`src/inc/tpp_defs.vh`:
```
// Constants for the three-pin port with pullups.
// Included by the port logic; holds definitions only.
`ifndef TPP_DEFS_VH
`define TPP_DEFS_VH
`define TPP_ADDR_W        16
`define TPP_DATA_W        8
// Data latch address; direction and pullup registers have no printed address
`define TPP_ADDR_DATA     16'h0002
`define TPP_ADDR_DIR      16'h0006
`define TPP_ADDR_PUE      16'h000c
`define TPP_PIN_W         3
`define TPP_OUT_W         2
`define TPP_DIR_RST       2'h0
`define TPP_PUE_RST       3'h0
`define TPP_CKO_RST       1'h0
`define TPP_BIT_IN2       2
`define TPP_BIT_ONE       1
`define TPP_BIT_ZERO      0
`define TPP_ONE1          1'h1
`define TPP_ZERO1         1'h0
`define TPP_DATA_HI0      5'h00
`define TPP_DIR_HI0       6'h00
`define TPP_PUE_MID0      4'h0
`define TPP_BIT_CKO       7
`define TPP_ZERO8         8'h00
`endif

```
`src/logic/tpp_port.v`:
```
// Three-pin general-purpose port: two bidirectional pins and one input-only pin.
// Holds the data latches, direction bits, pullup enables and the clock-out select.
// Assumes a synchronous processor bus with one-cycle read and write strobes,
// pins already synchronous to mclk, and a four-times bus clock supplied by the
// oscillator for the clock-out function.
// The oscillator option and the interrupt enable come from configuration as levels.
// The pad drivers, pullup devices and pin multiplexers sit outside this module.
// Outside a synchronous reset on nrst, a low clk_en freezes every register, bus strobes included.
`timescale 1ns/1ps
`include "tpp_defs.vh"

module tpp_port (
   input  wire                     mclk,
   input  wire                     nrst,
   input  wire                     clk_en,
   input  wire [`TPP_ADDR_W-1:0]   bus_addr,
   input  wire                     bus_wr,
   input  wire                     bus_rd,
   input  wire [`TPP_DATA_W-1:0]   bus_wdata,
   output reg  [`TPP_DATA_W-1:0]   bus_rdata,
   input  wire [`TPP_PIN_W-1:0]    pin_in,
   output reg  [`TPP_OUT_W-1:0]    pin_out,
   output reg  [`TPP_OUT_W-1:0]    pin_oe,
   output reg  [`TPP_PIN_W-1:0]    pullup_on,
   input  wire                     osc_internal,
   input  wire                     ext_irq_enable,
   input  wire                     quad_bus_clock,
   output reg                      osc_pin_is_clock
);

   // Register state
   reg  [`TPP_OUT_W-1:0]  latch_reg;
   reg  [`TPP_OUT_W-1:0]  dir_reg;
   reg  [`TPP_PIN_W-1:0]  pue_reg;
   reg                    cko_reg;
   reg  [`TPP_DATA_W-1:0] rdata_next;
   // Combinational next values
   wire                   wr_data;
   wire                   wr_dir;
   wire                   wr_pue;
   wire                   rd_take;
   wire                   clock_out;
   wire [`TPP_OUT_W-1:0]  oe_next;
   wire [`TPP_OUT_W-1:0]  out_next;
   wire [`TPP_PIN_W-1:0]  pull_next;
   wire [`TPP_DATA_W-1:0] data_word;
   wire [`TPP_DATA_W-1:0] dir_word;
   wire [`TPP_DATA_W-1:0] pue_word;

   // Address match used by both the write decode and the read mux
   function hit;
      input [`TPP_ADDR_W-1:0] a;
      input [`TPP_ADDR_W-1:0] b;
      begin
         hit = (a == b);
      end
   endfunction

   // Per-pin read source: latch when driven, pin level when an input
   function [`TPP_OUT_W-1:0] pin_view;
      input [`TPP_OUT_W-1:0] dir;
      input [`TPP_OUT_W-1:0] lat;
      input [`TPP_OUT_W-1:0] lvl;
      begin
         pin_view = (dir & lat) | (~dir & lvl);
      end
   endfunction

   // Pin two has no driver, so its enable always counts
   function [`TPP_PIN_W-1:0] pull_mask;
      input [`TPP_PIN_W-1:0] pue;
      input [`TPP_OUT_W-1:0] dir;
      begin
         pull_mask = pue & {`TPP_ONE1, ~dir};
      end
   endfunction

   // Bit two reads zero while the pin serves as the interrupt input
   function bit_two_view;
      input irq_on;
      input lvl;
      begin
         bit_two_view = irq_on ? `TPP_ZERO1 : lvl;
      end
   endfunction

   // Strobes are qualified by clk_en so a frozen block ignores the bus
   assign wr_data = clk_en & bus_wr & hit(bus_addr, `TPP_ADDR_DATA);
   assign wr_dir  = clk_en & bus_wr & hit(bus_addr, `TPP_ADDR_DIR);
   assign wr_pue  = clk_en & bus_wr & hit(bus_addr, `TPP_ADDR_PUE);
   assign rd_take = clk_en & bus_rd;

   // Read words, each with its unimplemented bits tied to zero
   assign data_word = {`TPP_DATA_HI0, bit_two_view(ext_irq_enable, pin_in[`TPP_BIT_IN2]),
                       pin_view(dir_reg, latch_reg, pin_in[`TPP_OUT_W-1:0])};
   assign dir_word  = {`TPP_DIR_HI0, dir_reg};
   assign pue_word  = {cko_reg, `TPP_PUE_MID0, pue_reg};

   // Clock-out takes over pin one: driven, pullup off, latch ignored
   assign clock_out = cko_reg & osc_internal;
   assign oe_next   = {dir_reg[`TPP_BIT_ONE] | clock_out, dir_reg[`TPP_BIT_ZERO]};
   // The clock is a registered sample, so edges finer than mclk are lost
   assign out_next  = {clock_out ? quad_bus_clock : latch_reg[`TPP_BIT_ONE],
                       latch_reg[`TPP_BIT_ZERO]};
   assign pull_next = pull_mask(pue_reg, dir_reg) & {`TPP_ONE1, ~clock_out, `TPP_ONE1};

   // Latches are outside reset so their power-up value stays whatever it is;
   // software must load them before turning a pin into an output
   always @(posedge mclk) begin
      if (wr_data) begin
         latch_reg <= bus_wdata[`TPP_OUT_W-1:0];
      end
   end

   // Only bits one and zero exist; pin two has no direction bit
   // so upper write bits are dropped here
   always @(posedge mclk) begin
      if (!nrst) begin
         dir_reg <= `TPP_DIR_RST;
      end else if (wr_dir) begin
         dir_reg <= bus_wdata[`TPP_OUT_W-1:0];
      end
   end

   // Bits six to three of this register are not kept
   always @(posedge mclk) begin
      if (!nrst) begin
         pue_reg <= `TPP_PUE_RST;
      end else if (wr_pue) begin
         pue_reg <= bus_wdata[`TPP_PIN_W-1:0];
      end
   end

   // Clock-out select shares the pullup register address
   always @(posedge mclk) begin
      if (!nrst) begin
         cko_reg <= `TPP_CKO_RST;
      end else if (wr_pue) begin
         cko_reg <= bus_wdata[`TPP_BIT_CKO];
      end
   end

   // Unmapped addresses read as zero
   always @* begin
      rdata_next = `TPP_ZERO8;
      if (hit(bus_addr, `TPP_ADDR_DATA)) begin
         rdata_next = data_word;
      end else if (hit(bus_addr, `TPP_ADDR_DIR)) begin
         rdata_next = dir_word;
      end else if (hit(bus_addr, `TPP_ADDR_PUE)) begin
         rdata_next = pue_word;
      end
   end

   // Read data is captured only on a taken read and holds otherwise
   always @(posedge mclk) begin
      if (!nrst) begin
         bus_rdata <= `TPP_ZERO8;
      end else if (rd_take) begin
         bus_rdata <= rdata_next;
      end
   end

   // Registered pin controls add one cycle of latency after a register write
   always @(posedge mclk) begin
      if (!nrst) begin
         pin_oe <= `TPP_DIR_RST;
      end else if (clk_en) begin
         pin_oe <= oe_next;
      end
   end

   // The latch is presented even on inputs so a direction change shows it at once
   always @(posedge mclk) begin
      if (!nrst) begin
         pin_out <= `TPP_DIR_RST;
      end else if (clk_en) begin
         pin_out <= out_next;
      end
   end

   // Pullups follow direction dynamically, with no software action needed
   always @(posedge mclk) begin
      if (!nrst) begin
         pullup_on <= `TPP_PUE_RST;
      end else if (clk_en) begin
         pullup_on <= pull_next;
      end
   end

   // Tells the pad mux that pin one carries the clock, not the port
   always @(posedge mclk) begin
      if (!nrst) begin
         osc_pin_is_clock <= `TPP_CKO_RST;
      end else if (clk_en) begin
         osc_pin_is_clock <= clock_out;
      end
   end

endmodule

```
`config.mk`:
```
export PLATFORM = sky130hd
export DESIGN_NAME = tpp_port
export DESIGN_NICKNAME = d
export VERILOG_FILES = /design/src/logic/tpp_port.v
export VERILOG_INCLUDE_DIRS = /design/src /design/src/inc
export SDC_FILE = /design/constraint.sdc
export NUM_CORES = 1
export LEC_CHECK = 0
export BUFFER_PORTS_ARGS = -buffer_cell sky130_fd_sc_hd__buf_4
export CAP_MARGIN = 0
export CELL_PAD_IN_SITES_DETAIL_PLACEMENT = 1
export CELL_PAD_IN_SITES_GLOBAL_PLACEMENT = 1
export CORE_MARGIN = 4
export CORE_UTILIZATION = 33
export DETAILED_ROUTE_END_ITERATION = 10
export GPL_ROUTABILITY_DRIVEN = 0
export PLACE_DENSITY = 0.79
export SKIP_LAST_GASP = 1
export SLEW_MARGIN = 10
export SYNTH_ARGS = -nofsm -noshare
export SYNTH_HDL_FRONTEND = slang
export SYNTH_SLANG_ARGS = --single-unit
export TNS_END_PERCENT = 30
```
`constraint.sdc`:
```
create_clock -name mclk -period 3.2 [get_ports mclk]
set_input_delay 0.16 -clock mclk [delete_from_list [all_inputs] [get_ports mclk]]
set_output_delay 0.16 -clock mclk [all_outputs]
set_load 0.05 [all_outputs]
```
==> reports/results.tsv <==
stage	metric	value	unit
route	wl	2.76	mm
setup_path	rr_worst_depth	4	
cts	numCtsBuffers	3	
floorplan	dieArea	0.00389	mm2
synthesis	synth_area_leaders	dfxtp_1 (37%), a21oi_1 (8.2%), edfxtp_1 (6.2%)	
hold_path	hold_path_end	latch_reg[0]	
sta	period_needed	1.29	ns
setup_path	crit_path_end_kind	register	
cts	cts_root_buf	clkbuf_4	
hold_path	worstHoldPathType	in -> reg	
hold_path	min_from	bus_wdata[0]	
setup_path	crit_arrival	1.28	ns
cts	cts_setup_buffers	0	
route	wl_per_cell	15.1	um
synthesis	yosysSeqAreaShare	43.1	%
cts	htreeDepth	1	
cts	cts_hold_buffers	0	
outcome	status	complete, no violations	
setup_path	reg2reg_to	bus_rdata[1]	
floorplan	die-height	62.4	um
sta	setup_viol	0	
sta	final_max_slew_viol_count	0	
cts	worstSkewPairLatency	0.31	ns
setup_path	critPathKind	in -> reg	
route	dr.first_iter.drc_count	30	
sta	tightest_slew	0.541	ns
cts	cts_tree	done	
synthesis	ys_ff_latch	20	
setup_path	slowest_delay	0.39	ns
setup_path	cp.buffers_inverters	1	
setup_path	timing.rr.start	dir_reg[1]	
sta	skew	0.00656	ns
setup_path	crit_cells	4	
cells_and_area	largest_reg_flops	4	
grt	grt_pass1_vias	1020	
setup_path	crit_family	simple AND/OR/NAND/NOR gates	
cells_and_area	drive_gt1_share	33.8	%
floorplan	core	0.00278	mm2
route	drc_errors	0	
sta	period_share	40.2	%
synthesis	yosys.area.top_type	dfxtp_1	
cts	clkTransAtPathRegs	0.12	ns
grt	gr-total-overflow	0	
synthesis	synth_area	976	um2
route	antenna_left	0	
synthesis	async_flop_share	0	%
run	maxCapViolations	0	
synthesis	syn-mean-instance-area	8.79	um2
route	num_vias	967	
route	viasPerCell	5.31	
floorplan	die_width	62.4	um
synthesis	ys_warn_count	0	
placed_design	place.detailed.hpwl	2.14	mm
setup_path	cp_max_fo	17	
grt	grt_max_degree	18	
cts	cts_resized	0	
grt	antenna_found_initial	0	
cts	clock_sinks	20	
sta	setup-tns-final	0	ns
cts	clk_path_buf_depth	2	
sta	fmax	0.777	GHz
floorplan	rows	19	
synthesis	synth_top_area_share	36.9	%
cells_and_area	area_growth	36.7	%
sta	relSlewSlack	63.8	%
synthesis	syn_inst	111	
sta	finalHoldViolCount	0	
floorplan	io_pins	51	
floorplan	initial_utilization	35.1	%
setup_path	crit_slowest_cell	nor3_1	
synthesis	ys.flop_type	dfxtp_1	
setup_path	r2r_slack	2.03	ns
setup_path	required	3.20	ns
synthesis	synth_cell_types	32	
setup_path	crit_path_start_kind	input port	
route	drt_first_pass_iters	4	
cells_and_area	finish.utilization	48.0	%
grt	grt.total_usage	14.6	%
hold_path	hold_depth	1	
synthesis	synth.top_cells.by_count	dfxtp_1 (18), a21oi_1 (16), nand4_1 (8), o21ai_0 (8), nor2_1 (7)	
cells_and_area	final_nets	187	
placed_design	port_buffers	42	
grt	grt_pass1_wl	4.55	mm
power_and_ir_drop	p_per_area	409	mW/mm2
synthesis	synth_edf_count	2	
cells_and_area	antenna_cells	0	
power_and_ir_drop	design_power_total	546	uW
setup_path	path_cells	buf_4 > nor4bb_1 > nand4_1 > nor3_1	
sta	rsz0062_at_grt	false	
power_and_ir_drop	leakage	0.548	nW
synthesis	synth_most_common_cell	dfxtp_1	
power_and_ir_drop	worst_ir_drop_vdd	0.000265	V
layer usage:
metal	GRT usage, %	wire length [um]	up-vias
met2	23.7	1410	24
met3	3.78	120	7
met5	0	0	-
met4	8.49	89	0
li1	-	-	478
met1	17.2	1140	458
layout make-up:
type	count	area, um2
Sequential cell	20	420
Tap cell	31	38.8
Timing Repair Buffer	42	315
Multi-Input combinational cell	83	499
Fill cell	331	1450
Clock buffer	3	22.5
Clock inverter	1	30.0
Inverter	2	7.51
logic make-up after synthesis:
| kind of cell | count (synthesis) | synth area share (%) |
|---|---|---|
| simple gates | 47 | 31.0 |
| other cells | 1 | 0.384 |
| flops | 20 | 43.1 |
| buf+inv | 11 | 6.92 |
| compound gates | 29 | 15.5 |
| mux | 3 | 3.08 |
cells in the final DEF, fill, tap and decap left out, types with 2 or more instances in the layout:
cell type	netlist	layout
o21ai_1	3	3
nor2_1	7	7
and3_1	3	3
a21oi_1	16	16
nand2_1	6	6
nor4_2	2	2
nand3_1	6	6
nand2b_1	4	4
or3b_1	2	2
buf_4	4	42
inv_1	2	2
mux2i_1	3	3
dfxtp_1	18	18
edfxtp_1	2	2
o21ai_0	8	8
conb_1	1	4
nand4_1	8	8
clkbuf_4	0	3
how the worst max path moves through the flow:
stage            startpoint           end  slack, ns
6_report             clk_en  latch_reg[1]       1.91
5_1_grt              clk_en  latch_reg[1]       1.74
3_5_place_dp         clk_en  latch_reg[1]       1.58
2_1_floorplan  bus_addr[11]  latch_reg[0]       1.96
3_3_place_gp         clk_en  latch_reg[1]       1.64
4_1_cts              clk_en  latch_reg[1]       1.93
through the flow:
stage               hold WS, ns  cells  area [um2]  setup slack, ns
finish                   0.0367    182        1330             1.91
CTS                      0.0318    182        1330             1.93
global route             0.0220    182        1330             1.74
floorplan                 0.259    114         987             1.96
global placement          0.363    178        1280             1.64
detailed placement        0.362    178        1280             1.58
power breakdown:
| part | switching, mW | leakage (nW) | internal (mW) |
|---|---|---|---|
| combinational | 0.0437 | 0.357 | 0.0336 |
| sequential | 0.00101 | 0.164 | 0.255 |
| clock | 0.0858 | 0.0279 | 0.127 |
worst register-to-register path, cell delays in order (launching register included):
cell,delay (ns)
dfxtp_1,0.36
or3b_1,0.39
a21oi_1,0.17
a21oi_1,0.07
o21ai_1,0.13
No activity file was read; power rests on OpenSTA's default activity.
